### src/core/radio_afc_tx_timer_regs.vh
`ifndef RADIO_AFC_TX_TIMER_REGS_VH
`define RADIO_AFC_TX_TIMER_REGS_VH

// ============================================================
// command opcode masks and match values
`define FCC_MASK      16'hFF00
`define FCC_MATCH     16'hC400
`define TXM_MASK      16'hFE00
`define TXM_MATCH     16'h9800
`define PLL_MASK      16'hFF80
`define PLL_MATCH     16'hCC00
`define TXW_MASK      16'hFF00
`define TXW_MATCH     16'hB800
`define WAK_MASK      16'hE000
`define WAK_MATCH     16'hE000
`define DTY_MASK      16'hFE00
`define DTY_MATCH     16'hC800

// ============================================================
// power-on values
`define FCC_RESET     16'hC4F7
`define TXM_RESET     16'h9800
`define PLL_RESET     16'hCC67
`define TXW_RESET     16'hB8AA
`define WAK_RESET     16'hE196
`define DTY_RESET     16'hC80E

// ============================================================
// freq_correction_control fields
`define FCC_MODE_HI   7
`define FCC_MODE_LO   6
`define FCC_RANGE_HI  5
`define FCC_RANGE_LO  4
`define FCC_STROBE    3
`define FCC_FINE      2
`define FCC_OFS_EN    1
`define FCC_CALC_EN   0

// automatic mode codes
`define MODE_OFF      2'h0
`define MODE_ONCE     2'h1
`define MODE_VDI      2'h2
`define MODE_KEEP     2'h3

// tx_modulation_power fields
`define TXM_POL       8
`define TXM_DEV_HI    7
`define TXM_DEV_LO    4
`define TXM_PWR_HI    2
`define TXM_PWR_LO    0

// synth_loop_settings fields
`define PLL_SLEW_HI   6
`define PLL_SLEW_LO   5
`define PLL_LPX       4
`define PLL_DDY       3
`define PLL_DDIT      2
`define PLL_BW        0

// wakeup_period and duty_cycle_control fields
`define WAK_EXP_HI    12
`define WAK_EXP_LO    8
`define WAK_MAN_HI    7
`define WAK_MAN_LO    0
`define DTY_D_HI      7
`define DTY_D_LO      1
`define DTY_EN        0

// ============================================================
// timing and scaling
`define CLK_MHZ        250
`define MEAS_NS        2000
`define MEAS_CYCLES    ((`MEAS_NS * `CLK_MHZ) / 1000)
`define MS_CYCLES      (1000 * `CLK_MHZ)
`define DEV_STEP_KHZ   15
`define PWR_STEP_DB    3
`define STEP_HZ_LOW    2500
`define STEP_HZ_868    5000
`define STEP_HZ_915    7500
`define XO_START_MS    1
`define XO_START_LP_MS 2

`endif

### src/core/radio_afc_tx_timer_commands.v
`timescale 1ns/1ns
`include "radio_afc_tx_timer_regs.vh"
module radio_afc_tx_timer_commands #(
    parameter MS_CYCLES   = `MS_CYCLES,
    parameter MEAS_CYCLES = `MEAS_CYCLES
) (
    // clock and reset
    input  wire        core_clk,
    input  wire        rst_b,
    // serial command port
    input  wire        sel_pin_n,
    input  wire        sck_pin,
    input  wire        sdi_pin,
    // receiver and system inputs
    input  wire        valid_data_flag,
    input  wire [6:0]  freq_error,
    input  wire        tx_data_bit,
    input  wire [1:0]  band_sel,
    input  wire        tx_register_enable,
    input  wire        wakeup_enable,
    // frequency correction results
    output reg  [6:0]  afc_offset_q,
    output reg  [6:0]  synth_offset_q,
    output reg         afc_lock_q,
    output reg         afc_same_q,
    output reg         afc_toggle_q,
    output reg  [4:0]  status_offset_q,
    output reg  [12:0] offset_step_hz_q,
    // transmit modulation and power
    output reg         dev_sign_q,
    output reg  [7:0]  dev_khz_q,
    output reg  [4:0]  power_atten_db_q,
    // synthesizer and oscillator options
    output reg  [1:0]  clkbuf_slew_q,
    output reg         lowpower_osc_q,
    output reg  [1:0]  osc_startup_ms_q,
    output reg         pd_delay_q,
    output reg         dither_off_q,
    output reg         loop_bandwidth_sel_q,
    // transmit data register
    output reg  [7:0]  tx_byte_q,
    output reg         tx_byte_load_q,
    // wake-up timer and duty cycle
    output wire        wake_irq,
    output wire        duty_cycled_receive,
    output wire        rx_window
);
    // ========================================================
    // command registers
    reg  [15:0] fcc_q;
    reg  [15:0] txm_q;
    reg  [15:0] pll_q;
    reg  [15:0] wak_q;
    reg  [15:0] dty_q;
    reg  [15:0] txw_q;
    reg         strobe_prev_q;
    wire [15:0] cmd_word;
    wire        cmd_valid;
    wire [1:0]  mode;
    wire [1:0]  range;

    // scaling constants sized to the outputs they feed
    localparam [12:0] STEP_LOW   = `STEP_HZ_LOW;
    localparam [12:0] STEP_868   = `STEP_HZ_868;
    localparam [12:0] STEP_915   = `STEP_HZ_915;
    localparam [7:0]  DEV_STEP   = `DEV_STEP_KHZ;
    localparam [4:0]  PWR_STEP   = `PWR_STEP_DB;
    localparam [1:0]  XO_START   = `XO_START_MS;
    localparam [1:0]  XO_START_L = `XO_START_LP_MS;

    // opcode match on the fixed upper bits
    function is_cmd;
        input [15:0] w;
        input [15:0] mask;
        input [15:0] val;
        begin
            is_cmd = ((w & mask) == val);
        end
    endfunction

    // clamp a signed 7-bit offset to the selected range
    function [6:0] clamp;
        input [6:0] v;
        input [1:0] r;
        reg   [6:0] hi;
        reg   [6:0] lo;
        begin
            hi = 7'h3F;
            lo = 7'h40;
            case (r)
                2'h1: begin hi = 7'h0F; lo = 7'h70; end
                2'h2: begin hi = 7'h07; lo = 7'h78; end
                2'h3: begin hi = 7'h03; lo = 7'h7C; end
                default: begin hi = 7'h3F; lo = 7'h40; end
            endcase
            if ($signed(v) > $signed(hi)) clamp = hi;
            else if ($signed(v) < $signed(lo)) clamp = lo;
            else clamp = v;
        end
    endfunction

    cmd_shift_in u_shift (
        .core_clk     (core_clk),
        .rst_b        (rst_b),
        .sel_pin_n    (sel_pin_n),
        .sck_pin      (sck_pin),
        .sdi_pin      (sdi_pin),
        .word_q       (cmd_word),
        .word_valid_q (cmd_valid)
    );

    // ========================================================
    // decode: each word updates only the setting it addresses
    always @(posedge core_clk) begin
        if (!rst_b) begin
            fcc_q          <= `FCC_RESET;
            txm_q          <= `TXM_RESET;
            pll_q          <= `PLL_RESET;
            wak_q          <= `WAK_RESET;
            dty_q          <= `DTY_RESET;
            txw_q          <= `TXW_RESET;
            tx_byte_q      <= 8'hAA;
            tx_byte_load_q <= 1'b0;
        end else begin
            tx_byte_load_q <= 1'b0;
            if (cmd_valid) begin
                if (is_cmd(cmd_word, `FCC_MASK, `FCC_MATCH)) fcc_q <= cmd_word;
                if (is_cmd(cmd_word, `TXM_MASK, `TXM_MATCH)) txm_q <= cmd_word;
                // low-power oscillator bit is stored as written by the host
                if (is_cmd(cmd_word, `PLL_MASK, `PLL_MATCH)) pll_q <= cmd_word;
                if (is_cmd(cmd_word, `WAK_MASK, `WAK_MATCH)) wak_q <= cmd_word;
                if (is_cmd(cmd_word, `DTY_MASK, `DTY_MATCH)) dty_q <= cmd_word;
                if (is_cmd(cmd_word, `TXW_MASK, `TXW_MATCH) && tx_register_enable) begin
                    txw_q          <= cmd_word;
                    tx_byte_q      <= cmd_word[7:0];
                    tx_byte_load_q <= 1'b1;
                end
            end
        end
    end

    assign mode  = fcc_q[`FCC_MODE_HI:`FCC_MODE_LO];
    assign range = fcc_q[`FCC_RANGE_HI:`FCC_RANGE_LO];

    // ========================================================
    // measurement cycle: fine mode takes twice as long
    reg  [15:0] meas_cnt_q;
    reg  [6:0]  latest_q;
    reg  [6:0]  prev_q;
    reg         have_prev_q;
    reg         vdi_whole_q;
    reg         vdi_prev_q;
    reg         once_done_q;
    wire [15:0] meas_len;
    wire        meas_end;
    wire        same_now;
    wire        auto_ok;
    wire        strobe_rise;

    assign meas_len = fcc_q[`FCC_FINE] ? MEAS_CYCLES[14:0] << 1
                                       : MEAS_CYCLES[15:0];
    assign meas_end = fcc_q[`FCC_CALC_EN] && (meas_cnt_q == meas_len - 16'h1);
    assign same_now = have_prev_q && (freq_error == latest_q);
    assign auto_ok  = meas_end && vdi_whole_q && valid_data_flag && same_now;
    assign strobe_rise = fcc_q[`FCC_STROBE] && !strobe_prev_q;

    // cycle counter and per-cycle measurement bookkeeping
    always @(posedge core_clk) begin
        if (!rst_b) begin
            meas_cnt_q   <= 16'h0;
            latest_q     <= 7'h00;
            prev_q       <= 7'h00;
            have_prev_q  <= 1'b0;
            vdi_whole_q  <= 1'b1;
            afc_same_q   <= 1'b0;
            afc_toggle_q <= 1'b0;
        end else if (!fcc_q[`FCC_CALC_EN]) begin
            meas_cnt_q  <= 16'h0;    // calculation stopped; results frozen
            vdi_whole_q <= 1'b1;
        end else if (meas_end) begin
            meas_cnt_q   <= 16'h0;
            prev_q       <= latest_q;
            latest_q     <= freq_error;
            have_prev_q  <= 1'b1;
            vdi_whole_q  <= 1'b1;
            afc_same_q   <= same_now;
            afc_toggle_q <= !afc_toggle_q;
        end else begin
            meas_cnt_q  <= meas_cnt_q + 16'h1;
            vdi_whole_q <= vdi_whole_q && valid_data_flag;
        end
    end

    // ========================================================
    // offset register update per mode
    always @(posedge core_clk) begin
        if (!rst_b) begin
            afc_offset_q  <= 7'h00;
            afc_lock_q    <= 1'b0;
            once_done_q   <= 1'b0;
            vdi_prev_q    <= 1'b0;
            strobe_prev_q <= 1'b1;   // power-on strobe bit clear; previous starts high: no false edge
        end else begin
            vdi_prev_q    <= valid_data_flag;
            strobe_prev_q <= fcc_q[`FCC_STROBE];
            case (mode)
                `MODE_OFF: begin
                    afc_lock_q <= 1'b0;
                    if (strobe_rise) afc_offset_q <= clamp(latest_q, range);
                end
                `MODE_ONCE: begin
                    if (auto_ok && !once_done_q) begin
                        afc_offset_q <= clamp(freq_error, range);
                        afc_lock_q   <= 1'b1;
                        once_done_q  <= 1'b1;
                    end
                end
                `MODE_VDI: begin
                    if (vdi_prev_q && !valid_data_flag) begin
                        afc_offset_q <= 7'h00;
                        afc_lock_q   <= 1'b0;
                    end else if (auto_ok) begin
                        afc_offset_q <= clamp(freq_error, range);
                        afc_lock_q   <= 1'b1;
                    end
                end
                `MODE_KEEP: begin
                    // a valid drop does not clear a held value
                    if (auto_ok) begin
                        afc_offset_q <= clamp(freq_error, range);
                        afc_lock_q   <= 1'b1;
                    end
                end
                default: afc_lock_q <= 1'b0;
            endcase
        end
    end

    // ========================================================
    // derived outputs: synth offset, status, tx coding, synth options
    always @(posedge core_clk) begin
        if (!rst_b) begin
            synth_offset_q       <= 7'h00;
            status_offset_q      <= 5'h00;
            offset_step_hz_q     <= 13'h0;
            dev_sign_q           <= 1'b0;
            dev_khz_q            <= 8'h00;
            power_atten_db_q     <= 5'h00;
            clkbuf_slew_q        <= 2'h0;
            lowpower_osc_q       <= 1'b0;
            osc_startup_ms_q     <= 2'h1;
            pd_delay_q           <= 1'b0;
            dither_off_q         <= 1'b0;
            loop_bandwidth_sel_q <= 1'b0;
        end else begin
            synth_offset_q  <= fcc_q[`FCC_OFS_EN] ? afc_offset_q : 7'h00;
            status_offset_q <= {afc_offset_q[6], afc_offset_q[3:0]};
            case (band_sel)
                2'h2:    offset_step_hz_q <= STEP_868;
                2'h3:    offset_step_hz_q <= STEP_915;
                default: offset_step_hz_q <= STEP_LOW;
            endcase
            dev_sign_q <= txm_q[`TXM_POL] ^ tx_data_bit;
            dev_khz_q  <= ({4'h0, txm_q[`TXM_DEV_HI:`TXM_DEV_LO]} + 8'h01)
                          * DEV_STEP;
            power_atten_db_q <= {2'h0, txm_q[`TXM_PWR_HI:`TXM_PWR_LO]}
                                * PWR_STEP;
            // raw code passed on; both 1x codes mean the slowest edges
            clkbuf_slew_q <= pll_q[`PLL_SLEW_HI:`PLL_SLEW_LO];
            lowpower_osc_q   <= pll_q[`PLL_LPX];
            osc_startup_ms_q <= pll_q[`PLL_LPX] ? XO_START_L : XO_START;
            pd_delay_q       <= pll_q[`PLL_DDY];
            dither_off_q     <= pll_q[`PLL_DDIT];
            loop_bandwidth_sel_q <= pll_q[`PLL_BW];
        end
    end

    // ========================================================
    // wake-up timer and duty-cycled receive
    assign duty_cycled_receive = dty_q[`DTY_EN];

    wake_timer #(
        .MS_CYCLES (MS_CYCLES)
    ) u_wake (
        .core_clk      (core_clk),
        .rst_b         (rst_b),
        .exponent      (wak_q[`WAK_EXP_HI:`WAK_EXP_LO]),
        .mantissa      (wak_q[`WAK_MAN_HI:`WAK_MAN_LO]),
        .duty_d        (dty_q[`DTY_D_HI:`DTY_D_LO]),
        .duty_en       (dty_q[`DTY_EN]),
        .wakeup_enable (wakeup_enable),
        .wake_irq_q    (wake_irq),
        .rx_window_q   (rx_window)
    );
endmodule // radio_afc_tx_timer_commands

### src/core/cmd_shift_in.v
`timescale 1ns/1ns
// ============================================================
// serial command receiver: pins pass three flops, 16 bits -> word
module cmd_shift_in (
    // clock and reset
    input  wire        core_clk,
    input  wire        rst_b,
    // serial pins
    input  wire        sel_pin_n,
    input  wire        sck_pin,
    input  wire        sdi_pin,
    // word output
    output reg  [15:0] word_q,
    output reg         word_valid_q
);
    reg [2:0]  sel_s_q;
    reg [2:0]  sck_s_q;
    reg [2:0]  sdi_s_q;
    reg        sel_st_q;
    reg        sck_st_q;
    reg        sdi_st_q;
    reg [15:0] shift_q;
    reg [4:0]  count_q;
    wire       sck_rise;

    // three-flop synchronisers; a level counts once stages 2 and 3 agree
    always @(posedge core_clk) begin
        if (!rst_b) begin
            sel_s_q  <= 3'h7;
            sck_s_q  <= 3'h0;
            sdi_s_q  <= 3'h0;
            sel_st_q <= 1'b1;
            sck_st_q <= 1'b0;
            sdi_st_q <= 1'b0;
        end else begin
            sel_s_q <= {sel_s_q[1:0], sel_pin_n};
            sck_s_q <= {sck_s_q[1:0], sck_pin};
            sdi_s_q <= {sdi_s_q[1:0], sdi_pin};
            if (sel_s_q[1] == sel_s_q[2]) sel_st_q <= sel_s_q[2];
            if (sck_s_q[1] == sck_s_q[2]) sck_st_q <= sck_s_q[2];
            if (sdi_s_q[1] == sdi_s_q[2]) sdi_st_q <= sdi_s_q[2];
        end
    end

    assign sck_rise = !sck_st_q && sck_s_q[1] && sck_s_q[2];

    // msb first; only the first 16 bits of a frame form a command
    always @(posedge core_clk) begin
        if (!rst_b) begin
            shift_q      <= 16'h0000;
            count_q      <= 5'h00;
            word_q       <= 16'h0000;
            word_valid_q <= 1'b0;
        end else begin
            word_valid_q <= 1'b0;
            if (sel_st_q) begin
                count_q <= 5'h00;            // short frame is dropped
            end else if (sck_rise && count_q != 5'h10) begin
                shift_q <= {shift_q[14:0], sdi_st_q};
                count_q <= count_q + 5'h01;
                if (count_q == 5'h0F) begin
                    word_q       <= {shift_q[14:0], sdi_st_q};
                    word_valid_q <= 1'b1;
                end
            end
        end
    end
endmodule // cmd_shift_in

### src/core/wake_timer.v
`timescale 1ns/1ns
`include "radio_afc_tx_timer_regs.vh"
// ============================================================
// wake-up period timer and duty-cycled receive window
module wake_timer #(
    parameter MS_CYCLES = `MS_CYCLES
) (
    // clock and reset
    input  wire        core_clk,
    input  wire        rst_b,
    // settings
    input  wire [4:0]  exponent,
    input  wire [7:0]  mantissa,
    input  wire [6:0]  duty_d,
    input  wire        duty_en,
    input  wire        wakeup_enable,
    // results
    output reg         wake_irq_q,
    output reg         rx_window_q
);
    reg  [17:0] div_q;
    reg  [36:0] ms_q;
    reg         armed_q;
    reg         ew_prev_q;
    wire        ms_tick;
    wire [36:0] period_ms;
    wire [36:0] on_ms;

    // period is mantissa * 2^exponent ms; on time (2D+1) * 2^exponent ms
    assign period_ms = {29'h0, mantissa} << exponent;
    assign on_ms     = {29'h0, duty_d, 1'b1} << exponent;
    assign ms_tick   = (div_q == MS_CYCLES[17:0] - 18'h1);

    // millisecond divider; restarts on arming so the period is exact, not one ms short
    always @(posedge core_clk) begin
        if (!rst_b) div_q <= 18'h0;
        else if (ms_tick || (wakeup_enable && !ew_prev_q)) div_q <= 18'h0;
        else div_q <= div_q + 18'h1;
    end

    // one shot per arming outside duty mode; host re-arms by clearing then setting enable
    always @(posedge core_clk) begin
        if (!rst_b) begin
            ms_q        <= 37'h0;
            armed_q     <= 1'b0;
            ew_prev_q   <= 1'b0;
            wake_irq_q  <= 1'b0;
            rx_window_q <= 1'b0;
        end else begin
            ew_prev_q  <= wakeup_enable;
            wake_irq_q <= 1'b0;
            if (wakeup_enable && !ew_prev_q) begin
                armed_q <= 1'b1;
                ms_q    <= 37'h0;
            end else if (!wakeup_enable) begin
                armed_q <= duty_en;
            end else if (armed_q && ms_tick) begin
                if (ms_q + 37'h1 >= period_ms) begin
                    ms_q       <= 37'h0;
                    armed_q    <= duty_en;  // duty mode keeps cycling
                    wake_irq_q <= !duty_en;
                end else begin
                    ms_q <= ms_q + 37'h1;
                end
            end
            // arming edge excluded: ms_q is only cleared there
            rx_window_q <= duty_en && wakeup_enable && ew_prev_q && (ms_q < on_ms);
        end
    end
endmodule // wake_timer

### config.mk
export PLATFORM = sky130hd
export DESIGN_NAME = radio_afc_tx_timer_commands
export DESIGN_NICKNAME = d
export VERILOG_FILES = /design/src/core/radio_afc_tx_timer_commands.v /design/src/core/cmd_shift_in.v /design/src/core/wake_timer.v
export VERILOG_INCLUDE_DIRS = /design/src /design/src/core
export SDC_FILE = /design/constraint.sdc
export NUM_CORES = 1
export LEC_CHECK = 0
export BUFFER_PORTS_ARGS = -buffer_cell sky130_fd_sc_hd__clkbuf_2
export CAP_MARGIN = 0
export CELL_PAD_IN_SITES_DETAIL_PLACEMENT = 1
export CELL_PAD_IN_SITES_GLOBAL_PLACEMENT = 1
export CORE_AREA = 3 3 173 175
export DETAILED_ROUTE_END_ITERATION = 7
export DIE_AREA = 0 0 176 178
export PLACE_DENSITY_LB_ADDON = 0.1
export SYNTH_ARGS = -nofsm -noshare
export SYNTH_HDL_FRONTEND = slang
export SYNTH_HIERARCHICAL = 1
export SYNTH_SLANG_ARGS = --single-unit
export TNS_END_PERCENT = 100
### constraint.sdc
create_clock -name core_clk -period 4.4 [get_ports core_clk]
set_input_delay 0.88 -clock core_clk [delete_from_list [all_inputs] [get_ports core_clk]]
set_output_delay 0.88 -clock core_clk [all_outputs]
set_load 0.02 [all_outputs]
==> results of run 1 <==
[Yosys cell counts, drive strengths merged, types with 19 or more instances]
master / n / area (sq um)
mux2i: 82 / 821
dfxtp: 237 / 4740
xor2: 37 / 324
clkbuf: 47 / 176
ha: 111 / 1390
o21ai: 63 / 315
nor2: 121 / 457
and2: 40 / 250
nand2b: 25 / 156
buf: 26 / 188
and3: 27 / 169
nand3: 51 / 255
a21oi: 82 / 410
a31oi: 21 / 138
a21o: 19 / 143
xnor2: 41 / 359
nand2: 226 / 848
nor3: 25 / 141
inv: 46 / 173
nand4: 29 / 181
[area by class of cell]
cell class / instances / area (sq um)
Inverter: 48 / 180
Fill cell: 3407 / 13400
Tap cell: 384 / 480
Multi-Input combinational cell: 1190 / 8110
Clock buffer: 35 / 756
Clock inverter: 14 / 173
Sequential cell: 237 / 4750
Timing Repair Buffer: 127 / 758
[cell families (layout without fill, tap and decap cells)]
group,after synthesis,in the layout,synth area share (%)
xor gates and xnor gates,78,78,5.12
muxes,98,98,7.50
buffers and inverters,121,224,4.08
DFF,237,237,35.6
and+or+nand+nor,626,626,23.6
AOI/OAI and AO/OA,266,266,12.6
adders and majority gates,118,118,11.5
other,1,4,0.0281
[through the flow]
step | TNS [ns] | util, % | setup WS [ns] | cells | power, mW
after detailed placement | -0.0389 | 49.6 | -0.0246 | 1980 | 2.35
after global placement | 0 | 49.6 | 0.245 | 1980 | 2.34
after global routing | 0 | 53.1 | 0.00970 | 2035 | 4.81
after CTS | 0 | 52.9 | 0.00989 | 2030 | 4.71
final | 0 | 53.1 | 0.215 | 2035 | 4.64
after floorplan | 0 | - | 0.430 | 1548 | 2.30
[layout by cell type, fill, tap and decap left out, drive strengths merged, types with 25 or more instances in the layout]
master / instances
dfxtp: 237
nand2: 226
nor2: 121
clkbuf: 116
ha: 111
mux2i: 82
a21oi: 82
o21ai: 63
nand3: 51
inv: 47
buf: 46
xnor2: 41
and2: 40
xor2: 37
nand4: 29
and3: 27
nand2b: 25
nor3: 25
[registers in the layout, summed over array words and instances (netlist names), 13 cells and up]
register	cells
u_shift/shift_q	15
meas_cnt_q	16
u_wake/ms_q	37
u_shift/word_q	16
wak_q	13
u_wake/div_q	18
[routing by layer]
metal	part of all wire (%)	vias up	global-route usage (%)	wire (microns)
met1	48	5599	33.1	18200
met4	2.1	0	5.61	791
met5	0	-	0	0
met3	3.9	59	3.60	1490
li1	-	5600	-	-
met2	46	191	40.3	17700
[worst paths after layout]
path              slack [ns]                       endpoint  depth (start not counted)                           from
hold reg to reg         0.43  u_shift/sck_s_q[1]$_SDFF_PN0_                          1  u_shift/sck_s_q[0]$_SDFF_PN0_
setup / recovery        0.21   u_wake/ms_q[13]$_SDFFE_PP0P_                         15    u_wake/ms_q[4]$_SDFFE_PP0P_
hold / removal          0.43  u_shift/sck_s_q[1]$_SDFF_PN0_                          1  u_shift/sck_s_q[0]$_SDFF_PN0_
setup reg to reg        0.21   u_wake/ms_q[13]$_SDFFE_PP0P_                         15    u_wake/ms_q[4]$_SDFFE_PP0P_
[what timing repair did]
item,4_1_cts,5_1_grt
gates resized for setup,2,9
pin swaps,1,2
setup endpoints to repair,6,39
setup buffers,1,5
hold buffers,0,0
[power breakdown]
| part | leakage (nW) | internal (mW) | total [mW] | switching, mW |
|---|---|---|---|---|
| combinational | 4.06 | 0.0365 | 0.125 | 0.0887 |
| clock | 0.456 | 1.39 | 2.34 | 0.947 |
| sequential | 1.92 | 2.16 | 2.17 | 0.00958 |
| total | 6.44 | 3.59 | 4.64 | 1.05 |
==> metrics.csv, run 1 <==
metric;value;unit
max-vdd-ir-drop;0.264;mV
power_leakage;6.44;nW
finalCritPeriodShare;95.1;%
synth_top_flop_cell;dfxtp_1;
clock-sinks;237;
cp.arrival;4.69;ns
setup_viol;0;
crit_slowest_cell;dfxtp_1;
fin_worst_hold_slack;0.433;ns
ys_types;78;
htreeDepth;1;
first_global_vias;11500;
coreArea;28600;sq um
cts_root_buf;clkbuf_16;
placed_area;14200;sq um
synth_seq_area_share;35.6;%
syn_to_final_growth;14.0;%
overflow;0;
vias;11400;
maxCapViolCount;0;
cts_tree;yes;
wl;38.2;mm
rsz0062_at_grt;false;
cts_made_buffers;27;
start_kind;flop;
ios;87;
drc;0;
ys_warn_count;6;
layout-drive-gt1-share;13.1;%
first_iter_violations;598;
drtAntennaViolNets;0;
netlist_area;13300;sq um
min_period;4.19;ns
antennaDiodeCount;0;
dr.pass1.iters;6;
synth_cells;1545;
wire_per_inst;18.8;microns
path_delay_family;simple AND/OR/NAND/NOR gates;
outcome;complete, no violations;
finalHoldViolations;0;
worstSetupEndpointType;flop;
hp-class;reg2reg;
worst_pin_slew;1.18;ns
clock.fmax;239;MHz
ys_async_sr_fraction;0;%
grt_pass1_wl;61.7;mm
antenna_found_initial;0;
critPathMaxStageDelay;0.47;ns
fin_worst_skew;0.0165;ns
path_max_fanout;13;
path_class;reg2reg;
gp_congestion;0.885;
crit_buf_inv;1;
relSlewSlack;20.8;%
design.die.area;31300;sq um
clock_path_buffers;3;
worstSkewPairLatency;0.56;ns
viasPerCell;5.63;
report.final.slew_viol_count;0;
layout.nets;1767;
power_density;305;nW/um^2
crit_chain;and3_1, nand3_1, nor2_1, nand3_1, nor2_1, xor2_1, ha_1, nand2_1, o21ai_0, a221o_1, a2111o_1, a211oi_4, and3_1, buf_4, a22o_1;
finish.instance_area;15200;sq um
start_util;46.6;%
path_clk_slew;0.06;ns
die_x;176;microns
port_buffers;82;
worstPathRequired;4.90;ns
synth-edff-count;0;
grt_use_total;24.1;%
avgSynthCellArea;8.63;sq um
hpwl;28.1;mm
num_rows;62;
fp.dieH;178;microns
synth-seq-cells;237;
grt_max_degree;65;
Note: power is estimated with default switching activity, not from simulation.
==> inputs of run 2 (changes only) <==
CORE_AREA = 3 3 183 185   (was 3 3 173 175)
CTS_CLUSTER_DIAMETER = 120   (was default)
DIE_AREA = 0 0 186 188   (was 0 0 176 178)
clock period = 3.6 ns   (was 4.4 ns; I/O delays follow)
==> metrics.csv, run 2 (synthesis results as in run 1) <==
metric;value;unit;change
path_max_fanout;6;;-7
rsz0062_at_grt;true;;
min_period;3.91;ns;-0.280 ns
design.die.area;35000;sq um;+12%
max-vdd-ir-drop;0.371;mV;+41%
regMostFlops;u_wake/ms_q;;
holdPathStages;2;;+1
layout_commonest_cell;dfxtp_1;;
most-common-layout-cells;dfxtp_1 (232), nand2_1 (224), buf_4 (133), nor2_1 (118), ha_1 (110);;
fin_worst_hold_slack;0.351;ns;-0.0825 ns
path_class;reg2reg;;
vias;11700;;+2.3%
ios;87;;unchanged
hp-class;in2reg;;
cts_tree;yes;;
placed_cells;2099;;+6.0%
worst_pin_slew;1.25;ns;+0.0700 ns
power_density;342;nW/um^2;+12%
viasPerCell;5.42;;-3.7%
setup_ws;-0.306;ns;-0.520 ns
worstHoldEndpoint;u_shift/sel_s_q[0]$_SDFF_PN1_;;
power_leakage;7.05;nW;+9.4%
die_x;186;microns;+5.7%
port_buffers;82;;unchanged
overflow;0;;unchanged
gp_congestion;0.912;;+3.1%
clock.fmax;256;MHz;+7.2%
worstReg2RegStart;u_wake/ms_q[0]$_SDFFE_PP0P_;;
report.final.slew_viol_count;0;;unchanged
final_cell_count_no_fill;2161;;+6.2%
worstSetupEndpointType;flop;;
worstPathRequired;4.07;ns;-0.83 ns
outcome;finished, violations left;;
top_regs;u_wake/ms_q (37), u_wake/div_q (18);;
worstSkewPairLatency;0.55;ns;about the same
grt_use_total;22.7;%;-1.5 points
finalHoldViolations;0;;unchanged
clock_path_buffers;3;;unchanged
violations;negative setup slack;;
finalCritPeriodShare;108;%;+13 points
hpwl;30.0;mm;+6.6%
first_iter_violations;534;;-11%
n_fill_cell;3770;;+11%
antennaDiodeCount;0;;unchanged
layout-drive-gt1-share;20.4;%;+7.3 points
relSlewSlack;16.1;%;-4.7 points
syn_to_final_growth;22.7;%;
grt_max_degree;98;;+51%
path_clk_slew;0.06;ns;about the same
maxCapViolCount;0;;unchanged
rrSetupSlack;-0.31;ns;-0.52 ns
setup_viol;39;;+39
drc;0;;unchanged
finalSetupTns;-7.83;ns;-7.83 ns
cts_root_buf;clkbuf_16;;
wire_per_inst;18.6;microns;-0.79%
antenna_found_initial;0;;unchanged
drtAntennaViolNets;0;;unchanged
hp-start;sel_pin_n;;
layout.nets;1868;;+5.7%
start_kind;flop;;
largest_register_ffs;37;;unchanged
fp.dieH;188;microns;+5.6%
clock-sinks;237;;unchanged
cp.arrival;4.38;ns;-0.31 ns
start_util;41.4;%;-5.2 points
grt_pass1_wl;64.6;mm;+4.6%
coreArea;32200;sq um;+13%
fin_worst_skew;0.0105;ns;-0.00597 ns
num_rows;66;;+6.5%
htreeDepth;1;;unchanged
timing.rr.end;u_wake/ms_q[29]$_SDFFE_PP0P_;;
cts_made_buffers;27;;unchanged
first_global_vias;12000;;+4.2%
wl;40.2;mm;+5.3%
hold_buffers;0;;unchanged
rr_worst_depth;17;;+2
dr.pass1.iters;5;;-1
-- run 2: cell types whose count changed in the layout (fill, tap and decap cells not counted), moves of 5 or more --
| cell | previous run | this run |
|---|---|---|
| buf_4 | 44 | 133 |
| nand3_1 | 51 | 42 |
| nand3_2 | 0 | 9 |
| buf_12 | 0 | 5 |
| clkbuf_1 | 3 | 8 |
-- run 2: stage by stage --
step | setup slack (ns) | util [%] | area (sq um) | power, mW
floorplan | 0.000542 | - | 13400 | 2.81
finish | -0.306 | 50.8 | 16400 | 5.60
CTS | -0.213 | 50.2 | 16200 | 5.68
detailed placement | -0.309 | 46.6 | 15000 | 2.87
global placement | -0.247 | 46.6 | 15000 | 2.87
global route | -0.489 | 50.8 | 16400 | 5.81
-- run 2: per-layer routing --
metal	routed length (microns)	track usage [%]	part of all wire [%]	vias to the layer above
met1	18500	30.5	46	5704
met2	19600	38.8	49	151
met4	990	5.81	2.5	0
met5	0	0	0	-
li1	-	-	-	5797
met3	1080	2.25	2.7	55
-- run 2: worst max-delay path: stages (launching register included) --
cell	delay [ns]
dfxtp_2	0.35
ha_4	0.13
and2_4	0.13
nand4_1	0.19
buf_4	0.22
nor3_4	0.18
buf_4	0.14
nand2_1	0.10
xnor2_2	0.17
ha_1	0.32
and4_1	0.22
a221o_1	0.30
a2111o_1	0.41
a211oi_4	0.32
buf_6	0.20
buf_8	0.13
nand3b_1	0.10
mux2i_1	0.19
-- run 2: power breakdown --
| part | leakage, nW | internal [mW] | total [mW] | switching (mW) |
|---|---|---|---|---|
| registers | 1.92 | 2.64 | 2.65 | 0.0112 |
| clock network | 0.433 | 1.65 | 2.78 | 1.14 |
| logic | 4.69 | 0.0475 | 0.157 | 0.110 |
| total | 7.05 | 4.34 | 5.60 | 1.26 |
-- run 2: what timing repair did --
| item | in CTS | in global routing |
|---|---|---|
| pin swaps | 16 | 30 |
| setup endpoints to repair | 40 | 41 |
| gates cloned | 4 | 2 |
| setup buffers | 5 | 2 |
| hold endpoints to repair | 0 | 0 |
| gates resized for setup | 35 | 35 |
-- run 2: how the worst max path moves through the flow --
stage	start	to	slack [ns]
final	u_wake/ms_q[0]$_SDFFE_PP0P_	u_wake/ms_q[29]$_SDFFE_PP0P_	-0.31
after global routing	u_wake/ms_q[0]$_SDFFE_PP0P_	u_wake/ms_q[29]$_SDFFE_PP0P_	-0.49
after CTS	u_wake/ms_q[0]$_SDFFE_PP0P_	u_wake/ms_q[5]$_SDFFE_PP0P_	-0.21
after detailed placement	wak_q[8]$_SDFFE_PN1P_	u_wake/ms_q[12]$_SDFFE_PP0P_	-0.31
after global placement	u_wake/ms_q[0]$_SDFFE_PP0P_	u_wake/wake_irq_q$_SDFF_PP0_	-0.25
after floorplan	u_wake/ms_q[12]$_SDFFE_PP0P_	u_wake/ms_q[14]$_SDFFE_PP0P_	0.0005
-- run 2: final cells by class --
class	count	area (sq um)	share of cell area, %
inverters	48	181	1.11
flip-flops and latches	237	4750	29.0
well taps	408	510	3.12
repair buffers	228	1680	10.2
clock buffers	40	774	4.73
clock inverters	10	130	0.795
multi-input cells	1190	8350	51.0
==> inputs of run 3 (changes only) <==
CORE_AREA = 3 3 182 184   (was 3 3 183 185)
CTS_CLUSTER_SIZE = 8   (was default)
DIE_AREA = 0 0 185 187   (was 0 0 186 188)
SKIP_LAST_GASP = 1   (was default)
SYNTH_HIERARCHICAL = default   (was 1)
==> metrics.csv, run 3 <==
metric;value;unit;change
outcome;finished, violations left;;
violations;negative setup slack;;
power_leakage;7.11;nW;+0.89%
finalHoldViolations;0;;unchanged
avgSynthCellArea;8.28;sq um;-4.1%
finish.instance_area;16300;sq um;-0.60%
largest_register_ffs;37;;unchanged
path_max_fanout;8;;+2
antennaDiodeCount;0;;unchanged
synth_top_area_share;36.1;%;+0.48 points
hp-start;sel_pin_n;;
hpwl;30.2;mm;+0.87%
utilization;51.6;%;+0.73 points
worstSkewPairLatency;0.53;ns;-0.02 ns
num_rows;65;;-1.5%
layout_commonest_cell;nand2_1;;
rsz0062_at_grt;true;;
netlist_area;13200;sq um;-1.3%
clock-sinks;237;;unchanged
synth_most_common_cell;nand2_1;;
path_clk_slew;0.05;ns;about the same
wl;41.2;mm;+2.4%
placed_cells;2128;;+1.4%
ios;87;;unchanged
min_period;3.82;ns;-0.0823 ns
antenna_found_initial;0;;unchanged
maxCapViolCount;0;;unchanged
cts_made_buffers;35;;+30%
start_kind;flop;;
worstReg2RegStart;u_wake.ms_q[9]$_SDFFE_PP0P_;;
synth_commonest_cells;nand2_1 (243), dfxtp_1 (237), nor2_1 (137);;
worst_pin_slew;0.959;ns;-0.292 ns
fin_worst_hold_slack;0.396;ns;+0.0456 ns
place_ws;-0.258;ns;+0.0504 ns
path_delay_family;simple AND/OR/NAND/NOR gates;;
grt_pass1_wl;65.9;mm;+2.0%
htreeDepth;2;;+1
ys_warn_count;0;;-6
gp_congestion;0.923;;+1.2%
final_cell_count_no_fill;2179;;+0.83%
ys_async_sr_fraction;0;%;unchanged
regMostFlops;u_wake.ms_q;;
crit_path_start;u_wake.ms_q[9]$_SDFFE_PP0P_;;
wire_per_inst;18.9;microns;+1.6%
syn_to_final_growth;23.6;%;
first_global_vias;12500;;+4.6%
port_buffers;82;;unchanged
die_x;185;microns;-0.54%
synth_top_flop_cell;dfxtp_1;;
synthTopCellsByArea;dfxtp_1 (36%), ha_1 (10%), nand2_1 (6.9%), a21oi_1 (4.3%), mux2i_1 (4.1%);;
worstSetupEndpointType;flop;;
placed_area;14900;sq um;-0.88%
top_regs;u_wake.ms_q (37), u_wake.div_q (18);;
total_power;5.74;mW;+2.6%
relSlewSlack;36.1;%;+20 points
overflow;0;;unchanged
grt_max_degree;90;;-8.2%
hp-class;in2reg;;
crit_buf_inv;2;;-2
critPathMaxStageDelay;0.55;ns;+0.14 ns
finalSetupTns;-4.48;ns;+3.35 ns
path_class;reg2reg;;
layout-drive-gt1-share;20.5;%;+0.062 points
start_util;41.7;%;+0.29 points
synth_cells;1589;;+2.8%
most-common-layout-cells;nand2_1 (241), dfxtp_1 (227), buf_4 (140), nor2_1 (135), ha_1 (108);;
clock_path_buffers;3;;unchanged
max-vdd-ir-drop;0.317;mV;-14%
first_iter_violations;610;;+14%
design.die.area;34600;sq um;-1.1%
crit_slowest_cell;or4_4;;
fin_worst_skew;0.0229;ns;+0.0123 ns
fp.dieH;187;microns;-0.53%
setup_viol;39;;unchanged
drc;0;;unchanged
cp.arrival;4.23;ns;-0.15 ns
layout.nets;1908;;+2.1%
drtAntennaViolNets;0;;unchanged
grt_use_total;23.3;%;+0.70 points
cts_tree;yes;;
synth-edff-count;0;;unchanged
worstPathRequired;4.01;ns;-0.06 ns
report.final.slew_viol_count;0;;unchanged
power_density;353;nW/um^2;+3.3%
setup_ws;-0.223;ns;+0.0823 ns
vias;12000;;+2.2%
cts_root_buf;clkbuf_16;;
synth-seq-cells;237;;unchanged
crit_chain;nand4_1, or4_4, nor3_4, buf_4, nand2_2, xnor2_2, ha_1, nand4_1, or4_4, nor4_4, a211oi_4, buf_12, a31o_4, a22o_1;;
ys_types;68;;-13%
synth_seq_area_share;36.1;%;+0.48 points
yosys.area.top_type;dfxtp_1;;
dr.pass1.iters;7;;+2
viasPerCell;5.49;;+1.4%
coreArea;31600;sq um;-2.0%
clock.fmax;262;MHz;+2.2%
finalCritPeriodShare;106;%;-2.3 points
==> run 3: cell count changes after synthesis, moves of 16 or more <==
cell,change
mux2i_1,-28
a21oi_1,+30
a31oi_1,-16
and3_1,+16
nor2_1,+17
clkbuf_1,+17
nand2_1,+17
==> run 3: cells by family (layout without fill, tap and decap cells) <==
logic type / count (synthesis) / after routing / synth area share [%]
xor+xnor: 83 / 83 / 5.52
mux: 67 / 67 / 5.22
flops: 237 / 237 / 36.1
compound gates: 283 / 283 / 12.9
other cells: 1 / 4 / 0.0285
buf+inv: 129 / 313 / 4.04
simple gates: 673 / 674 / 24.8
fa+ha+maj: 116 / 116 / 11.4
==> run 3: timing repair <==
item                                    in CTS  in global routing
setup buffers                                5                  4
hold buffers                                 0                  0
pin swaps                                   14                 22
gates cloned                                 1                  1
endpoints found under the setup margin      36                 40
resized for setup                           18                 68
==> run 3: worst paths after layout <==
kind / cells past startpoint / endpoint / slack [ns]
hold reg to reg: 1 / u_shift.sel_s_q[1]$_SDFF_PN1_ / 0.42
setup / recovery: 14 / u_wake.ms_q[18]$_SDFFE_PP0P_ / -0.22
hold / removal: 2 / u_shift.sel_s_q[0]$_SDFF_PN1_ / 0.40
setup reg to reg: 14 / u_wake.ms_q[18]$_SDFFE_PP0P_ / -0.22
==> run 3: area by class of cell <==
class	instances	area (sq um)
Fill cell	3782	15300
Inverter	44	165
Multi-Input combinational cell	1227	8330
Timing Repair Buffer	229	1570
Clock inverter	3	30.0
Clock buffer	37	905
Sequential cell	237	4760
Tap cell	402	503
==> run 3: where the power goes <==
group,total (mW),leakage (nW),switching (mW),internal (mW)
Sequential,2.66,1.92,0.0108,2.65
Combinational,0.164,4.73,0.116,0.0484
Clock,2.92,0.460,1.16,1.76
Total,5.74,7.11,1.28,4.46
==> run 3: metal layers <==
| metal | track usage, % | vias to the layer above | share of wire (%) |
|---|---|---|---|
| met5 | 0 | - | 0 |
| met4 | 7.04 | 0 | 2.8 |
| met3 | 4.01 | 76 | 4.0 |
| met2 | 38.8 | 202 | 47 |
| met1 | 31.0 | 5806 | 46 |
| li1 | - | 5885 | - |
